**config.mk**
```make
export PLATFORM = sky130hd
export DESIGN_NAME = sar_adc_ctrl
export DESIGN_NICKNAME = d
export VERILOG_FILES = /design/src/hdl/sar_adc_pkg.sv /design/src/hdl/conv_clk_div.sv /design/src/hdl/edge_sync.sv /design/src/hdl/sar_adc_ctrl.sv
export VERILOG_INCLUDE_DIRS = /design/src /design/src/hdl
export SDC_FILE = /design/constraint.sdc
export NUM_CORES = 1
export LEC_CHECK = 0
export BUFFER_PORTS_ARGS = -buffer_cell sky130_fd_sc_hd__buf_2
export CORE_MARGIN = 1
export CORE_UTILIZATION = 54
export CTS_BUF_LIST = sky130_fd_sc_hd__clkbuf_4
export CTS_CLUSTER_DIAMETER = 30
export DETAILED_ROUTE_END_ITERATION = 6
export GPL_TIMING_DRIVEN = 0
export PLACE_DENSITY_LB_ADDON = 0.2
export SKIP_CTS_REPAIR_TIMING = 1
export SKIP_LAST_GASP = 1
export SLEW_MARGIN = 15
export SYNTH_ARGS = -nofsm -noshare
export SYNTH_HDL_FRONTEND = slang
export SYNTH_HIERARCHICAL = 1
export SYNTH_SLANG_ARGS = --single-unit
```
**constraint.sdc**
```tcl
create_clock -name sys_clk -period 2.3 [get_ports sys_clk]
set_input_delay 0.345 -clock sys_clk [delete_from_list [all_inputs] [get_ports sys_clk]]
set_output_delay 0.345 -clock sys_clk [all_outputs]
set_load 0.01 [all_outputs]
```
**src/hdl/sar_adc_defines.svh**
```systemverilog
// offsets, field positions, reset values and timing counts of the converter control
`ifndef SAR_ADC_DEFINES_SVH
`define SAR_ADC_DEFINES_SVH
`define OFS_CONTROL      8'h00
`define OFS_CONFIG       8'h04
`define OFS_ACCUM        8'h08
`define OFS_RESULT       8'h0C
`define CTL_START_LSB    0
`define CTL_BUSY         3
`define CTL_DONE         4
`define CTL_TRACK        5
`define CTL_BURST        6
`define CTL_ENABLE       7
`define CTL_IRQ_EN       8
`define CFG_DIV_LSB      0
`define CFG_SYNC         5
`define CFG_INVERT       6
`define CFG_T2_16BIT     7
`define CFG_T3_16BIT     8
`define ACC_RPT_LSB      0
`define ACC_SJST_LSB     3
`define RST_DIVIDER      5'h1F
`define RST_START_SEL    3'h0
`define RST_REPEAT       3'h0
`define RST_JUSTIFY      3'h0
`define TRACK_TICKS      8'h03
`define POWER_UP_TICKS   8'h10
`endif

```
**src/hdl/sar_adc_pkg.sv**
```systemverilog
// types shared by the converter control files
package sar_adc_pkg;
  typedef enum logic [2:0] {
    ST_IDLE,
    ST_POWERUP,
    ST_SYNC_WAIT,
    ST_TRACK,
    ST_CONVERT
  } conv_state_t;

  typedef struct packed {
    logic       irq_enable;
    logic       converter_enable;
    logic       burst_enable;
    logic       low_power_track_sel;
    logic [2:0] start_source_sel;
  } converter_control_t;

  typedef struct packed {
    logic       timer3_16bit;
    logic       timer2_16bit;
    logic       sync_clock_invert;
    logic       sync_enable;
    logic [4:0] conv_clock_divider;
  } converter_config_t;

  typedef struct packed {
    logic [2:0] justify_shift_sel;
    logic [2:0] repeat_count_sel;
  } accumulator_control_t;
endpackage

```
**src/hdl/conv_clk_div.sv**
```systemverilog
// conversion clock divider: tick ratio is divider plus one, conv_clk ratio twice that
`timescale 1ns/10ps
module conv_clk_div #(
  parameter int DIV_W = 5
) (
  input  wire logic             sys_clk,
  input  wire logic             arst_n,
  input  wire logic             src_tick,
  input  wire logic [DIV_W-1:0] divider,
  output logic                  sar_tick,
  output logic                  conv_clk
);
  logic [DIV_W-1:0] count;
  logic [DIV_W-1:0] next_count;
  logic             next_tick;
  logic             next_clk;

  if (DIV_W < 1 || DIV_W > 16) begin : g_chk
    $error("conv_clk_div: DIV_W out of range");
  end

  always_comb begin
    next_count = count;
    next_tick  = 1'b0;
    next_clk   = conv_clk;
    if (src_tick) begin
      if (count >= divider) begin
        next_count = '0;
        next_tick  = 1'b1;
        next_clk   = ~conv_clk;
      end else begin
        next_count = count + 1'b1;
      end
    end
  end

  always_ff @(posedge sys_clk or negedge arst_n) begin
    if (!arst_n) begin
      count    <= '0;
      sar_tick <= 1'b0;
      conv_clk <= 1'b0;
    end else begin
      count    <= next_count;
      sar_tick <= next_tick;
      conv_clk <= next_clk;
    end
  end
endmodule

```
**src/hdl/edge_sync.sv**
```systemverilog
// two-stage synchroniser with registered rise and fall pulses
`timescale 1ns/10ps
module edge_sync (
  input  wire logic sys_clk,
  input  wire logic arst_n,
  input  wire logic din,
  output logic      rise,
  output logic      fall
);
  logic meta;
  logic stable;
  logic last;
  logic next_rise;
  logic next_fall;

  always_comb begin
    next_rise = stable & ~last;
    next_fall = ~stable & last;
  end

  always_ff @(posedge sys_clk or negedge arst_n) begin
    if (!arst_n) begin
      meta   <= 1'b0;
      stable <= 1'b0;
      last   <= 1'b0;
      rise   <= 1'b0;
      fall   <= 1'b0;
    end else begin
      meta   <= din;
      stable <= meta;
      last   <= stable;
      rise   <= next_rise;
      fall   <= next_fall;
    end
  end
endmodule

```
**src/hdl/sar_adc_ctrl.sv**
```systemverilog
// conversion control of the successive-approximation converter, apb register slave
// Function
// - justify 000 right-aligns result, 100 left-aligns ten-bit code
// - single conversions give unsigned ten-bit code, zero to 1023/1024 scale
// - result bits outside the formatted value read zero
// - repeat above one: result holds the sum, updated after final conversion
// - repeat count selects 1, 4, 8, 16, 32 or 64 samples
// - 16-bit accumulator shifted right by 0 to 3 before result
// - conversion clock: system clock or low-power oscillator, divided
// - start source: busy write, timer 0, 2, 3, external rising edge
// - busy reads one during conversion, zero when it finishes
// - busy falling at the end of a series sets done flag and interrupt request when enabled
// - result registers valid whenever done flag is set
// - timers 2 and 3: low-byte overflow in 8-bit, high-byte in 16-bit
// - sync option holds triggered conversion until next dc-dc pulse
// - sync option makes dc-dc clock the conversion clock
// - invert bit inverts dc-dc supplied conversion clock
// - throughput up to 300 ksps ten-bit
// - burst powers up, samples, accumulates, shuts down unattended
// - burst: one trigger runs repeat-count conversions; flag after all
// - low-power tracking adds 3 conversion clocks before each conversion
// - burst: enable zero powers down after burst, one stays on
//
// The address map and the APB slave port are this design's own decisions.
`timescale 1ns/10ps
`include "sar_adc_defines.svh"
module sar_adc_ctrl import sar_adc_pkg::*; #(
  parameter int          ACC_W          = 16,
  parameter int          DATA_W         = 10,
  parameter logic [7:0]  POWER_UP_TICKS = `POWER_UP_TICKS
) (
  input  wire logic              sys_clk,
  input  wire logic              arst_n,
  input  wire logic              psel,
  input  wire logic              penable,
  input  wire logic              pwrite,
  input  wire logic [7:0]        paddr,
  input  wire logic [31:0]       pwdata,
  output logic      [31:0]       prdata,
  output logic                   pready,
  output logic                   pslverr,
  input  wire logic              timer0_ovf,
  input  wire logic              timer2_low_ovf,
  input  wire logic              timer2_high_ovf,
  input  wire logic              timer3_low_ovf,
  input  wire logic              timer3_high_ovf,
  input  wire logic              external_start_in,
  input  wire logic              lp_osc_in,
  input  wire logic              dcdc_clk_in,
  input  wire logic              sar_done,
  input  wire logic [DATA_W-1:0] sar_data,
  output logic                   sar_start,
  output logic                   sar_power,
  output logic                   conversion_clock,
  output logic                   conv_irq
);
  if (ACC_W != 16 || DATA_W != 10) begin : g_chk
    $error("sar_adc_ctrl: only a 16-bit accumulator of 10-bit codes is served");
  end

  converter_control_t   ctl;
  converter_control_t   next_ctl;
  converter_config_t    cfg;
  converter_config_t    next_cfg;
  accumulator_control_t accc;
  accumulator_control_t next_accc;
  logic                 done;
  logic                 next_done;
  logic [31:0]          next_prdata;
  logic                 next_pready;
  logic                 next_pslverr;
  logic                 next_irq;

  conv_state_t          st;
  conv_state_t          next_st;
  logic [7:0]           cnt;
  logic [7:0]           next_cnt;
  logic [6:0]           samples;
  logic [6:0]           next_samples;
  logic [ACC_W-1:0]     acc;
  logic [ACC_W-1:0]     next_acc;
  logic [15:0]          result;
  logic [15:0]          next_result;
  logic                 next_start;
  logic                 next_power;
  logic                 series_end;

  logic                 ext_rise;
  logic                 lp_rise;
  logic                 dc_rise;
  logic                 dc_fall;
  logic                 src_tick;
  logic                 sar_tick;
  logic                 dc_edge;
  logic                 busy;
  logic                 wr_en;
  logic                 sw_start;
  logic                 trigger;
  logic [6:0]           target;
  logic [ACC_W-1:0]     sum;
  logic [15:0]          shaped;

  edge_sync u_ext (
    .sys_clk (sys_clk),
    .arst_n  (arst_n),
    .din     (external_start_in),
    .rise    (ext_rise),
    .fall    ()
  );

  edge_sync u_lposc (
    .sys_clk (sys_clk),
    .arst_n  (arst_n),
    .din     (lp_osc_in),
    .rise    (lp_rise),
    .fall    ()
  );

  edge_sync u_dcdc (
    .sys_clk (sys_clk),
    .arst_n  (arst_n),
    .din     (dcdc_clk_in),
    .rise    (dc_rise),
    .fall    (dc_fall)
  );

  conv_clk_div #(
    .DIV_W (5)
  ) u_div (
    .sys_clk  (sys_clk),
    .arst_n   (arst_n),
    .src_tick (src_tick),
    .divider  (cfg.conv_clock_divider),
    .sar_tick (sar_tick),
    .conv_clk (conversion_clock)
  );

  // clock source and trigger selection
  always_comb begin
    dc_edge  = cfg.sync_clock_invert ? dc_fall : dc_rise;
    if (cfg.sync_enable) begin
      src_tick = dc_edge;
    end else if (ctl.burst_enable) begin
      src_tick = lp_rise;
    end else begin
      src_tick = 1'b1;
    end
    busy     = (st != ST_IDLE);
    wr_en    = psel & penable & pready & pwrite;
    sw_start = wr_en & (paddr == `OFS_CONTROL) & pwdata[`CTL_BUSY];
    case (ctl.start_source_sel)
      3'h0:    trigger = sw_start;
      3'h1:    trigger = timer0_ovf;
      3'h2:    trigger = cfg.timer2_16bit ? timer2_high_ovf : timer2_low_ovf;
      3'h3:    trigger = cfg.timer3_16bit ? timer3_high_ovf : timer3_low_ovf;
      3'h4:    trigger = ext_rise;
      default: trigger = 1'b0;
    endcase
    case (accc.repeat_count_sel)
      3'h0:    target = 7'h01;
      3'h1:    target = 7'h04;
      3'h2:    target = 7'h08;
      3'h3:    target = 7'h10;
      3'h4:    target = 7'h20;
      default: target = 7'h40;
    endcase
  end

  // conversion sequencer
  always_comb begin
    next_st      = st;
    next_cnt     = cnt;
    next_samples = samples;
    next_acc     = acc;
    next_result  = result;
    next_start   = 1'b0;
    series_end   = 1'b0;
    sum          = (samples == 7'h00) ? ACC_W'(sar_data) : acc + ACC_W'(sar_data);
    if (accc.justify_shift_sel[2]) begin
      shaped = {sum[DATA_W-1:0], 6'h00};
    end else begin
      shaped = sum >> accc.justify_shift_sel[1:0];
    end
    // without burst the core must already be enabled to convert
    next_power   = ctl.converter_enable | (ctl.burst_enable & busy);
    case (st)
      ST_IDLE: begin
        if (trigger && (ctl.converter_enable || ctl.burst_enable)) begin
          next_cnt = 8'h00;
          if (ctl.burst_enable && !ctl.converter_enable) begin
            next_st    = ST_POWERUP;
            next_power = 1'b1;
          end else begin
            next_st = ST_SYNC_WAIT;
          end
        end
      end
      ST_POWERUP: begin
        if (sar_tick) begin
          next_cnt = cnt + 8'h01;
          if (next_cnt >= POWER_UP_TICKS) begin
            next_st  = ST_SYNC_WAIT;
            next_cnt = 8'h00;
          end
        end
      end
      ST_SYNC_WAIT: begin
        if (!cfg.sync_enable || dc_edge) begin
          next_cnt = 8'h00;
          if (ctl.low_power_track_sel) begin
            next_st = ST_TRACK;
          end else begin
            next_st    = ST_CONVERT;
            next_start = 1'b1;
          end
        end
      end
      ST_TRACK: begin
        if (sar_tick) begin
          next_cnt = cnt + 8'h01;
          if (next_cnt >= `TRACK_TICKS) begin
            next_st    = ST_CONVERT;
            next_start = 1'b1;
          end
        end
      end
      ST_CONVERT: begin
        // the core paces each conversion; this state only waits for sar_done, bounding throughput
        if (sar_done) begin
          next_acc     = sum;
          next_samples = samples + 7'h01;
          if (next_samples >= target) begin
            series_end   = 1'b1;
            next_result  = shaped;
            next_samples = 7'h00;
            next_st      = ST_IDLE;
          end else if (ctl.burst_enable) begin
            next_st = ST_SYNC_WAIT;
          end else begin
            next_st = ST_IDLE;
          end
        end
      end
      default: next_st = ST_IDLE;
    endcase
  end

  always_ff @(posedge sys_clk or negedge arst_n) begin
    if (!arst_n) begin
      st        <= ST_IDLE;
      cnt       <= 8'h00;
      samples   <= 7'h00;
      acc       <= '0;
      result    <= 16'h0000;
      sar_start <= 1'b0;
      sar_power <= 1'b0;
    end else begin
      st        <= next_st;
      cnt       <= next_cnt;
      samples   <= next_samples;
      acc       <= next_acc;
      result    <= next_result;
      sar_start <= next_start;
      sar_power <= next_power;
    end
  end

  // register file; read data is captured in the setup cycle, no wait state
  always_comb begin
    next_ctl     = ctl;
    next_cfg     = cfg;
    next_accc    = accc;
    next_done    = done;
    next_pready  = psel & ~penable;
    next_pslverr = 1'b0;
    next_prdata  = 32'h0000_0000;
    if (wr_en) begin
      case (paddr)
        `OFS_CONTROL: begin
          next_ctl.start_source_sel    = pwdata[`CTL_START_LSB +: 3];
          next_ctl.low_power_track_sel = pwdata[`CTL_TRACK];
          next_ctl.burst_enable        = pwdata[`CTL_BURST];
          next_ctl.converter_enable    = pwdata[`CTL_ENABLE];
          next_ctl.irq_enable          = pwdata[`CTL_IRQ_EN];
          next_done                    = done & pwdata[`CTL_DONE];
        end
        `OFS_CONFIG: begin
          next_cfg.conv_clock_divider = pwdata[`CFG_DIV_LSB +: 5];
          next_cfg.sync_enable        = pwdata[`CFG_SYNC];
          next_cfg.sync_clock_invert  = pwdata[`CFG_INVERT];
          next_cfg.timer2_16bit       = pwdata[`CFG_T2_16BIT];
          next_cfg.timer3_16bit       = pwdata[`CFG_T3_16BIT];
        end
        `OFS_ACCUM: begin
          next_accc.repeat_count_sel  = pwdata[`ACC_RPT_LSB +: 3];
          next_accc.justify_shift_sel = pwdata[`ACC_SJST_LSB +: 3];
        end
        default: next_done = done;
      endcase
    end
    // a completion in the clearing cycle wins over the clear
    if (series_end) begin
      next_done = 1'b1;
    end
    if (psel && !penable) begin
      case (paddr)
        `OFS_CONTROL: begin
          next_prdata[`CTL_START_LSB +: 3] = ctl.start_source_sel;
          next_prdata[`CTL_BUSY]           = busy;
          next_prdata[`CTL_DONE]           = done;
          next_prdata[`CTL_TRACK]          = ctl.low_power_track_sel;
          next_prdata[`CTL_BURST]          = ctl.burst_enable;
          next_prdata[`CTL_ENABLE]         = ctl.converter_enable;
          next_prdata[`CTL_IRQ_EN]         = ctl.irq_enable;
        end
        `OFS_CONFIG: begin
          next_prdata[`CFG_DIV_LSB +: 5] = cfg.conv_clock_divider;
          next_prdata[`CFG_SYNC]         = cfg.sync_enable;
          next_prdata[`CFG_INVERT]       = cfg.sync_clock_invert;
          next_prdata[`CFG_T2_16BIT]     = cfg.timer2_16bit;
          next_prdata[`CFG_T3_16BIT]     = cfg.timer3_16bit;
        end
        `OFS_ACCUM: begin
          next_prdata[`ACC_RPT_LSB +: 3]  = accc.repeat_count_sel;
          next_prdata[`ACC_SJST_LSB +: 3] = accc.justify_shift_sel;
        end
        `OFS_RESULT: next_prdata[15:0] = result;
        default:     next_pslverr      = 1'b1;
      endcase
    end
    next_irq = next_done & next_ctl.irq_enable;
  end

  always_ff @(posedge sys_clk or negedge arst_n) begin
    if (!arst_n) begin
      ctl      <= '{irq_enable: 1'b0, converter_enable: 1'b0, burst_enable: 1'b0,
                    low_power_track_sel: 1'b0, start_source_sel: `RST_START_SEL};
      cfg      <= '{timer3_16bit: 1'b0, timer2_16bit: 1'b0, sync_clock_invert: 1'b0,
                    sync_enable: 1'b0, conv_clock_divider: `RST_DIVIDER};
      accc     <= '{justify_shift_sel: `RST_JUSTIFY, repeat_count_sel: `RST_REPEAT};
      done     <= 1'b0;
      prdata   <= 32'h0000_0000;
      pready   <= 1'b0;
      pslverr  <= 1'b0;
      conv_irq <= 1'b0;
    end else begin
      ctl      <= next_ctl;
      cfg      <= next_cfg;
      accc     <= next_accc;
      done     <= next_done;
      prdata   <= next_prdata;
      pready   <= next_pready;
      pslverr  <= next_pslverr;
      conv_irq <= next_irq;
    end
  end
endmodule

```
== Yosys cells after proc, flatten, opt, wreduce, memory -nomap -nowiden ==
Cells that the tools add are included.
Operators by class
  bitwise gates (word level): 20
  $add $sub $neg: 4
  muxes and demuxes: 53
  eq/ne operators: 22
  reduce and logical (&&, ||, !) cells: 24
  order comparisons: 4
  shift operators: 1
Operators with widths (number)
  16-bit two-way mux: 3
  8-bit two-way mux: 5
  7-bit one-hot mux with 5 select lines: 1
  8-bit one-hot mux with 4 select lines: 1
  7-bit two-way mux: 4
  3-bit two-way mux: 8
  6-bit one-hot mux with 4 select lines: 1
  1-bit two-way mux: 22
  3-bit by 2-bit equality test with 1-bit output (second input constant): 6
  16-bit by 10-bit adder with 16-bit output: 1
  8-bit by 4-bit equality test with 1-bit output (second input constant): 2
  16-bit by 2-bit >> shifter with 16-bit output: 1
  3-bit one-hot mux with 5 select lines: 1
  1-bit AND: 13
  2-bit inequality test (second input constant): 5
  2-bit AND reduction: 5
  3-bit by 1-bit equality test with 1-bit output (second input constant): 3
  3-bit equality test (second input constant): 3
  3-bit logical NOT: 3
  3-bit one-hot mux with 3 select lines: 1
  8-bit by 1-bit adder with 8-bit output (second input constant): 1
  8-bit by 3-bit equality test with 1-bit output (second input constant): 1
  8-bit by 2-bit greater-or-equal comparator with 1-bit output (second input constant): 1
  8-bit by 5-bit greater-or-equal comparator with 1-bit output (second input constant): 1
  other kinds (22): 35
Word-level totals
  output and inout bits: 38
  bits of input ports: 64
  word-level logic and storage cells: 168
  register bits: 114

== Logic depth before layout (Yosys ltp) ==
Gate-level depths: netlist of the first run.
  depth in word-level cells: 9
  gate-level depth with buffers: 12
  mapped depth without buffers: 11

== By module ==
Netlist of the first run, hierarchy kept.
By module, submodules not included
  sar_adc_ctrl: sequential area each 2358.5 µm², cells an instance 631, area an instance 5998.3 µm², instances 1
  conv_clk_div: sequential area each 175.2 µm², cells an instance 42, area an instance 456.7 µm², instances 1
  edge_sync: sequential area each 125.1 µm², cells an instance 7, area an instance 140.1 µm², instances 3

== Worst setup path before layout of the first run ==
No wires, ideal clock.
  path type: flip-flop to flip-flop
  start: reg acc[0]
  end: reg result[7]
  stages on the path, launching flop included: 10
  arrival: 2399 ps
  required time: 2176 ps
  buffers on the path: 0
  setup slack: -223 ps
  setup time: 124 ps
  cells stage by stage: dfrtp_1 > ha_1 > fa_1 > a21o_1 > a211oi_2 > a2111oi_2 > a211oi_2 > mux2_4 > a211oi_2 > a211o_1
On the way
  word-level cells in the longest chain between the ends: 4
RTL lines
  start: declaration: RTL line sar_adc_ctrl.sv:80  | logic [ACC_W-1:0] acc;
  start signal: assignment: RTL line sar_adc_ctrl.sv:261  | acc <= next_acc;
  16-bit by 10-bit adder with 16-bit output *: RTL line sar_adc_ctrl.sv:178  | sum = (samples == 7'h00) ? ACC_W'(sar_data) : acc + ACC_W'(sar_data);
  16-bit two-way mux *: RTL line sar_adc_ctrl.sv:178
  16-bit by 2-bit >> shifter with 16-bit output: RTL line sar_adc_ctrl.sv:182  | shaped = sum >> accc.justify_shift_sel[1:0];
  16-bit two-way mux *: RTL line sar_adc_ctrl.sv:179  | if (accc.justify_shift_sel[2]) begin
  end signal: assignment: RTL line sar_adc_ctrl.sv:262  | result <= next_result;
  end: declaration: RTL line sar_adc_ctrl.sv:82  | logic [15:0] result;
Every way passes the cells marked *; elsewhere a longest branch is shown, timed or not.
A chain may end at the register's enable or synchronous reset.

== Final worst setup path of the first run ==
Ends and elaborated chain as after synthesis.

==> results of run 1 <==
area by class of cell:
cell class,count,area (um2)
Sequential cell,114,2865
Multi-Input combinational cell,520,4004
Fill cell,955,3789
Inverter,24,90.09
Timing Repair Buffer,94,595.6
Buffer,46,286.5
Clock inverter,14,186.4
Tap cell,168,210.2
Clock buffer,18,135.1
power by group:
| group | internal (uW) | leakage (uW) | total [uW] | switching [uW] |
|---|---|---|---|---|
| Combinational | 1300 | 0.00216 | 3030 | 1730 |
| Sequential | 2240 | 0.00147 | 2390 | 153 |
| Clock | 871 | 0.000164 | 1680 | 810 |
| Total | 4400 | 0.00379 | 7100 | 2690 |
sequential cells by signal, summed over array words and instances (netlist names), 3 cells and up:
register     flops
ctl              7
prdata          16
acc             16
cnt              8
accc             6
u_div/count      5
samples          7
cfg              9
st               3
result          16
metal layers:
metal / up-vias / global-route usage / part of all wire
met3: 37 / 0.06141 / 0.061
li1: 2750 / - / -
met4: 2 / 0.05887 / 0.017
met2: 243 / 0.4226 / 0.48
met5: - / 0 / 0.00058
met1: 2846 / 0.3589 / 0.45
worst max path at each step:
stage / startpoint / end / slack [ns] / depth (start not counted)
after floorplan: acc[0] / result[7] / -0.18 / 9
after global placement: sar_data[0] / result[7] / -0.57 / 10
after detailed placement: sar_data[0] / result[7] / -0.59 / 10
after CTS: acc[0] / result[7] / -0.56 / 9
after global routing: acc[0] / result[7] / -0.35 / 11
final: acc[0] / result[7] / -0.28 / 11
metrics by stage:
| step | TNS, ns | power (uW) | utilization | setup WS [ns] |
|---|---|---|---|---|
| after floorplan | -0.2209 | 4168 | - | -0.1835 |
| after global placement | -50.31 | 4709 | 0.6085 | -0.5672 |
| after detailed placement | -7.526 | 4785 | 0.6113 | -0.5933 |
| after CTS | -6.906 | 6472 | 0.6378 | -0.5589 |
| after global routing | -4.561 | 7459 | 0.6885 | -0.3529 |
| final | -2.689 | 7098 | 0.6885 | -0.2823 |
==> impl_results.html, run 1 <==
<table>
<tr><th>Metric</th><th>Value</th></tr>
<tr><th colspan="2">Run status</th></tr>
<tr><td>Outcome</td><td>finished, violations left</td></tr>
<tr><td>Failing checks</td><td>negative setup slack</td></tr>
<tr><th colspan="2">CTS</th></tr>
<tr><td>Number of H-tree levels</td><td>4</td></tr>
<tr><td>Clock sink total</td><td>114</td></tr>
<tr><td>Cell at the root of the clock tree</td><td>clkbuf_4</td></tr>
<tr><td>Clock transition time at the flip-flop clock pins of the worst setup and hold paths</td><td>0.11 ns</td></tr>
<tr><td>Buffer depth of the longest clock path</td><td>2</td></tr>
<tr><td>Number of buffers created by CTS</td><td>17</td></tr>
<tr><td>Clock tree from TritonCTS</td><td>done</td></tr>
<tr><td>Worst-skew pair later-pin latency</td><td>0.54 ns</td></tr>
<tr><th colspan="2">GRT</th></tr>
<tr><td>Number of antenna violations at the first check in global routing</td><td>1</td></tr>
<tr><td>Wire length of the first global-routing pass</td><td>26630 um</td></tr>
<tr><td>Via count of the first global-routing pass</td><td>5367</td></tr>
<tr><td>Maximum number of pins on one net before global-route repair</td><td>90</td></tr>
<tr><td>Total overflow reported by the global router</td><td>0</td></tr>
<tr><td>GRT Total Usage</td><td>0.2617</td></tr>
<tr><th colspan="2">Die</th></tr>
<tr><td>Horizontal extent of the die</td><td>114.3 um</td></tr>
<tr><td>Area of the placeable core</td><td>12160 um2</td></tr>
<tr><td>Area of the die</td><td>13060 um2</td></tr>
<tr><td>Initial Util</td><td>0.5598</td></tr>
<tr><td>Die height</td><td>114.3 um</td></tr>
<tr><td>I/O pin total</td><td>102</td></tr>
<tr><td>Number of placement rows</td><td>40</td></tr>
<tr><th colspan="2">Place</th></tr>
<tr><td>Cell total after placement</td><td>934</td></tr>
<tr><td>Buffers added on ports</td><td>60</td></tr>
<tr><td>Placed Area</td><td>7435 um2</td></tr>
<tr><td>DPL Wire Length</td><td>11920 um</td></tr>
<tr><td>Final GP Congestion</td><td>0.9021</td></tr>
<tr><th colspan="2">Finish</th></tr>
<tr><td>Final Net Count</td><td>908</td></tr>
<tr><td>Area added between synthesis and finish</td><td>22.99%</td></tr>
<tr><td>Design area</td><td>8373 um2</td></tr>
<tr><td>Leading cell type in the layout, fill and taps excluded</td><td>dfrtp_1</td></tr>
<tr><td>Layout cell share with drive strength beyond 1</td><td>0.3277</td></tr>
<tr><td>Diodes inserted</td><td>0</td></tr>
<tr><td>Commonest non-fill, non-tap cells in the layout</td><td>dfrtp_1 (104), buf_2 (65), nand2_1 (59)</td></tr>
<tr><td>Number of cells in the finished layout apart from fillers</td><td>998</td></tr>
<tr><th colspan="2">Setup path</th></tr>
<tr><td>Element type at the critical path end</td><td>register</td></tr>
<tr><td>Critical Path Start Type</td><td>register</td></tr>
<tr><td>Critical path's slowest cell</td><td>dfrtp_1</td></tr>
<tr><td>Combined buffer and inverter count along the critical path</td><td>2</td></tr>
<tr><td>End of the worst register-to-register path</td><td>result[7]</td></tr>
<tr><td>Critical path type</td><td>register to register</td></tr>
<tr><td>Most common cell on crit path</td><td>a211oi_2</td></tr>
<tr><td>Cell count of the worst reg-to-reg path</td><td>11</td></tr>
<tr><td>Critical path arrival</td><td>3.01 ns</td></tr>
<tr><td>R2r startpoint</td><td>acc[0]</td></tr>
<tr><td>Critical path cell sequence</td><td>ha_4, fa_2, a21o_4, a211oi_4, buf_6, a2111oi_4, a211oi_2, buf_4, mux2_4, a211oi_2, a211o_1</td></tr>
<tr><td>Critical Path Fanout Max</td><td>5</td></tr>
<tr><td>Crit path required time</td><td>2.73 ns</td></tr>
<tr><td>Maximum single-stage delay on the critical path</td><td>0.43 ns</td></tr>
<tr><td>Crit-path leading delay family</td><td>compound AO/OA/AOI/OAI gates</td></tr>
<tr><td>Reg2Reg Setup Slack</td><td>-0.28 ns</td></tr>
<tr><th colspan="2">Job</th></tr>
<tr><td>Max Cap Viol</td><td>0</td></tr>
<tr><th colspan="2">Timing</th></tr>
<tr><td>Number of setup violations in the final report</td><td>17</td></tr>
<tr><td>Pin slew with the least headroom to its limit</td><td>0.8154 ns</td></tr>
<tr><td>Final worst path period share</td><td>1.123</td></tr>
<tr><td>Total count of max-transition violations in the final report</td><td>0</td></tr>
<tr><td>Min setup slack post-route</td><td>-0.2823 ns</td></tr>
<tr><td>RSZ-0062 raised after global routing</td><td>true</td></tr>
<tr><td>Shortest clock period the worst path allows after layout</td><td>2.582 ns</td></tr>
<tr><td>Max-Slew Margin vs Limit</td><td>0.4522</td></tr>
<tr><td>Clock Skews</td><td>0.02002 ns</td></tr>
<tr><td>Highest achievable clock rate</td><td>387.3 MHz</td></tr>
<tr><td>Worst hold margin</td><td>0.04361 ns</td></tr>
<tr><td>Hold Vio Cnt, Final</td><td>0</td></tr>
<tr><th colspan="2">Route</th></tr>
<tr><td>Antenna-violating nets left</td><td>0</td></tr>
<tr><td>Routed wire length</td><td>17320 um</td></tr>
<tr><td>Vias/cell</td><td>5.890</td></tr>
<tr><td>Number of DRC markers in iteration 0</td><td>410</td></tr>
<tr><td>Wirelength per Cell</td><td>17.36 um</td></tr>
<tr><td>Final routed DRC violation total</td><td>0</td></tr>
<tr><td>Vias after detailed routing</td><td>5878</td></tr>
<tr><td>Number of detailed-routing iterations run before antenna repair</td><td>5</td></tr>
<tr><th colspan="2">Synthesis</th></tr>
<tr><td>Mean area per synthesized cell</td><td>9.866 um2</td></tr>
<tr><td>Yosys warning total</td><td>6</td></tr>
<tr><td>Post-synthesis cell count</td><td>690</td></tr>
<tr><td>Total standard cell area after synthesis</td><td>6808 um2</td></tr>
<tr><th colspan="2">Power</th></tr>
<tr><td>Power per cell area</td><td>847.7 nW/um2</td></tr>
<tr><td>Maximum vdd drop</td><td>0.0006667 V</td></tr>
<tr><td>Cell leakage power</td><td>0.003795 uW</td></tr>
<tr><th colspan="2">Min path</th></tr>
<tr><td>Class of the tightest hold or removal check</td><td>primary input to register</td></tr>
<tr><td>Origin of the worst min-delay path</td><td>penable</td></tr>
<tr><td>Worst Hold Depth</td><td>2</td></tr>
<tr><td>Worst Hold Endpoint</td><td>pready</td></tr>
</table>
(Power assumes the default switching activity.)
==> inputs of run 2 (changes only) <==
--- a/config.mk
+++ b/config.mk
@@ -14,6 +14,7 @@
 export DETAILED_ROUTE_END_ITERATION = 6
 export GPL_TIMING_DRIVEN = 0
 export PLACE_DENSITY_LB_ADDON = 0.2
+export RECOVER_POWER = 25
 export SKIP_CTS_REPAIR_TIMING = 1
 export SKIP_LAST_GASP = 1
 export SLEW_MARGIN = 15
==> impl_results.html, run 2 (same netlist as run 1, synthesis figures left out) <==
<table>
<tr><th>Metric</th><th>Value</th></tr>
<tr><th colspan="2">Timing</th></tr>
<tr><td>Clock Skews</td><td>0.02000 ns (-0.00002690 ns)</td></tr>
<tr><td>Final worst path period share</td><td>1.125 (+0.002090)</td></tr>
<tr><td>Highest achievable clock rate</td><td>386.5 MHz (-0.19%)</td></tr>
<tr><td>Pin slew with the least headroom to its limit</td><td>1.618 ns (+0.8023 ns)</td></tr>
<tr><td>Shortest clock period the worst path allows after layout</td><td>2.587 ns (+0.004806 ns)</td></tr>
<tr><td>Min setup slack post-route</td><td>-0.2871 ns (-0.004806 ns)</td></tr>
<tr><td>Number of setup violations in the final report</td><td>17 (unchanged)</td></tr>
<tr><td>Max-Slew Margin vs Limit</td><td>-0.07853 (-0.5307)</td></tr>
<tr><td>RSZ-0062 raised after global routing</td><td>true</td></tr>
<tr><td>Total count of max-transition violations in the final report</td><td>26 (+26)</td></tr>
<tr><td>Hold Vio Cnt, Final</td><td>0 (unchanged)</td></tr>
<tr><th colspan="2">Run status</th></tr>
<tr><td>Outcome</td><td>finished, violations left</td></tr>
<tr><td>Failing checks</td><td>max-capacitance violations, max-slew violations, negative setup slack</td></tr>
<tr><th colspan="2">CTS</th></tr>
<tr><td>Clock sink total</td><td>114 (unchanged)</td></tr>
<tr><td>Buffer depth of the longest clock path</td><td>2 (unchanged)</td></tr>
<tr><td>Cell at the root of the clock tree</td><td>clkbuf_4</td></tr>
<tr><td>Clock transition time at the flip-flop clock pins of the worst setup and hold paths</td><td>0.11 ns (about the same)</td></tr>
<tr><td>Clock tree from TritonCTS</td><td>done</td></tr>
<tr><td>Number of buffers created by CTS</td><td>17 (unchanged)</td></tr>
<tr><td>Worst-skew pair later-pin latency</td><td>0.54 ns (about the same)</td></tr>
<tr><td>Number of H-tree levels</td><td>4 (unchanged)</td></tr>
<tr><th colspan="2">Finish</th></tr>
<tr><td>Design area</td><td>8364 um2 (-0.10%)</td></tr>
<tr><td>Layout cell share with drive strength beyond 1</td><td>0.3253 (-0.002410)</td></tr>
<tr><td>Top flop regs</td><td>acc (16), prdata (16), result (16)</td></tr>
<tr><td>Commonest non-fill, non-tap cells in the layout</td><td>dfrtp_1 (104), buf_2 (64), nand2_1 (59)</td></tr>
<tr><td>Number of cells in the finished layout apart from fillers</td><td>998 (unchanged)</td></tr>
<tr><td>Leading cell type in the layout, fill and taps excluded</td><td>dfrtp_1</td></tr>
<tr><td>Diodes inserted</td><td>0 (unchanged)</td></tr>
<tr><td>Final Net Count</td><td>908 (unchanged)</td></tr>
<tr><td>Area added between synthesis and finish</td><td>22.86%</td></tr>
<tr><th colspan="2">Setup path</th></tr>
<tr><td>Most common cell on crit path</td><td>a211oi_2</td></tr>
<tr><td>Number of cells on the critical path</td><td>11 (unchanged)</td></tr>
<tr><td>Critical Path Start Type</td><td>register</td></tr>
<tr><td>Critical path arrival</td><td>3.02 ns (about the same)</td></tr>
<tr><td>Crit-path leading delay family</td><td>compound AO/OA/AOI/OAI gates</td></tr>
<tr><td>Maximum single-stage delay on the critical path</td><td>0.43 ns (about the same)</td></tr>
<tr><td>Crit path required time</td><td>2.73 ns (about the same)</td></tr>
<tr><td>Cell count of the worst reg-to-reg path</td><td>11 (unchanged)</td></tr>
<tr><td>Element type at the critical path end</td><td>register</td></tr>
<tr><td>Critical path type</td><td>register to register</td></tr>
<tr><td>Critical path cell sequence</td><td>ha_4, fa_2, a21o_4, a211oi_4, buf_6, a2111oi_4, a211oi_2, buf_4, mux2_4, a211oi_2, a211o_1</td></tr>
<tr><td>Critical Path Fanout Max</td><td>5 (unchanged)</td></tr>
<tr><td>Combined buffer and inverter count along the critical path</td><td>2 (unchanged)</td></tr>
<tr><td>Critical path's slowest cell</td><td>dfrtp_1</td></tr>
<tr><th colspan="2">Power</th></tr>
<tr><td>Int Pwr</td><td>4403 uW (about the same)</td></tr>
<tr><td>Share of power burned in registers</td><td>0.337 (about the same)</td></tr>
<tr><td>Power per cell area</td><td>848.4 nW/um2 (about the same)</td></tr>
<tr><td>P_sw</td><td>2693 uW (about the same)</td></tr>
<tr><td>Sw frac</td><td>0.3796 (about the same)</td></tr>
<tr><td>Combinational share of power</td><td>0.427 (about the same)</td></tr>
<tr><td>Share of power burned in the clock network</td><td>0.237 (about the same)</td></tr>
<tr><td>Maximum vdd drop</td><td>0.0006683 V (+0.24%)</td></tr>
<tr><td>Cell leakage power</td><td>0.003785 uW (-0.24%)</td></tr>
<tr><th colspan="2">Route</th></tr>
<tr><td>Routed wire length</td><td>17320 um (about the same)</td></tr>
<tr><td>Number of DRC markers in iteration 0</td><td>411 (+0.24%)</td></tr>
<tr><td>Met3 layer wire length in the routed design</td><td>986 um (-7.1%)</td></tr>
<tr><td>Sum of met2 wire segment lengths after detailed routing</td><td>8261 um (+0.38%)</td></tr>
<tr><td>Highest Signal Layer</td><td>met5</td></tr>
<tr><td>Antenna-violating nets left</td><td>0 (unchanged)</td></tr>
<tr><td>Final routed DRC violation total</td><td>0 (unchanged)</td></tr>
<tr><td>Vias after detailed routing</td><td>5845 (-0.56%)</td></tr>
<tr><td>Routed metal-1 wirelength</td><td>7775 um (+0.53%)</td></tr>
<tr><td>Vias/cell</td><td>5.857 (-0.56%)</td></tr>
<tr><td>Number of detailed-routing iterations run before antenna repair</td><td>5 (unchanged)</td></tr>
<tr><td>Wirelength per Cell</td><td>17.35 um (about the same)</td></tr>
<tr><th colspan="2">GRT</th></tr>
<tr><td>Wire length of the first global-routing pass</td><td>26630 um (unchanged)</td></tr>
<tr><td>Maximum number of pins on one net before global-route repair</td><td>90 (unchanged)</td></tr>
<tr><td>Number of antenna violations at the first check in global routing</td><td>1 (unchanged)</td></tr>
<tr><td>Via count of the first global-routing pass</td><td>5367 (unchanged)</td></tr>
<tr><td>GRT Total Usage</td><td>0.2617 (unchanged)</td></tr>
<tr><td>Total overflow reported by the global router</td><td>0 (unchanged)</td></tr>
<tr><th colspan="2">Die</th></tr>
<tr><td>Die height</td><td>114.3 um (unchanged)</td></tr>
<tr><td>Area of the die</td><td>13060 um2 (unchanged)</td></tr>
<tr><td>Area of the placeable core</td><td>12160 um2 (unchanged)</td></tr>
<tr><td>Horizontal extent of the die</td><td>114.3 um (unchanged)</td></tr>
<tr><td>I/O pin total</td><td>102 (unchanged)</td></tr>
<tr><td>Initial Util</td><td>0.5598 (unchanged)</td></tr>
<tr><td>Number of placement rows</td><td>40 (unchanged)</td></tr>
<tr><th colspan="2">Min path</th></tr>
<tr><td>Worst Hold Depth</td><td>2 (unchanged)</td></tr>
<tr><td>Class of the tightest hold or removal check</td><td>primary input to register</td></tr>
<tr><th colspan="2">Place</th></tr>
<tr><td>Buffers added on ports</td><td>60 (unchanged)</td></tr>
<tr><td>Final GP Congestion</td><td>0.9021 (unchanged)</td></tr>
<tr><td>DPL Wire Length</td><td>11920 um (unchanged)</td></tr>
<tr><td>Cell total after placement</td><td>934 (unchanged)</td></tr>
<tr><td>Placed Area</td><td>7435 um2 (unchanged)</td></tr>
<tr><th colspan="2">Job</th></tr>
<tr><td>Max Cap Viol</td><td>1 (+1)</td></tr>
</table>
run 2: cell types whose count changed in the layout (fill, tap and decap cells not counted):
cell / delta
buf_2: -1
buf_6: -1
clkbuf_1: +2
run 2: area by class of cell:
class | count | area, um2
multi-input combinational | 520 | 4004
fill | 956 | 3797
sequential | 114 | 2865
timing repair buffer | 94 | 588.1
buffer | 46 | 285.3
tap | 168 | 210.2
clock inverter | 14 | 186.4
clock buffer | 18 | 135.1
inverter | 24 | 90.09
run 2: final timing paths:
path,start,end,slack [ns]
max,acc[0],result[7],-0.29
min,penable,pready,0.04
max reg2reg,acc[0],result[7],-0.29
min reg2reg,u_ext/meta,u_ext/stable,0.35
max in group asynchronous,arst_n,cnt[1],0.38
min in group asynchronous,arst_n,result[11],0.76
run 2: per-stage QoR:
| stage | worst slack, ns | TNS (ns) | utilization | total power, uW | hold slack (ns) |
|---|---|---|---|---|---|
| after CTS | -0.5589 | -6.906 | 0.6378 | 6472 | -0.3598 |
| after global placement | -0.5672 | -50.31 | 0.6085 | 4709 | 0.3342 |
| after detailed placement | -0.5933 | -7.526 | 0.6113 | 4785 | 0.2341 |
| after floorplan | -0.1835 | -0.2209 | - | 4168 | 0.04941 |
| after global routing | -0.3529 | -4.561 | 0.6878 | 7457 | 0.004953 |
| final | -0.2871 | -2.660 | 0.6878 | 7096 | 0.04120 |
run 2: power by group through the flow:
stage / Clock, uW / Sequential (uW) / Combinational, uW
5_1_grt: 1800 / 2420 / 3240
6_report: 1680 / 2390 / 3030
3_5_place_dp: 0 / 2420 / 2360
3_3_place_gp: 0 / 2410 / 2300
4_1_cts: 1710 / 2380 / 2380
2_1_floorplan: 0 / 2390 / 1780
run 2: layer usage:
metal | up-vias | GRT usage
li1 | 2751 | -
met5 | - | 0
met4 | 2 | 0.05887
met3 | 31 | 0.06141
met2 | 204 | 0.4226
met1 | 2857 | 0.3589
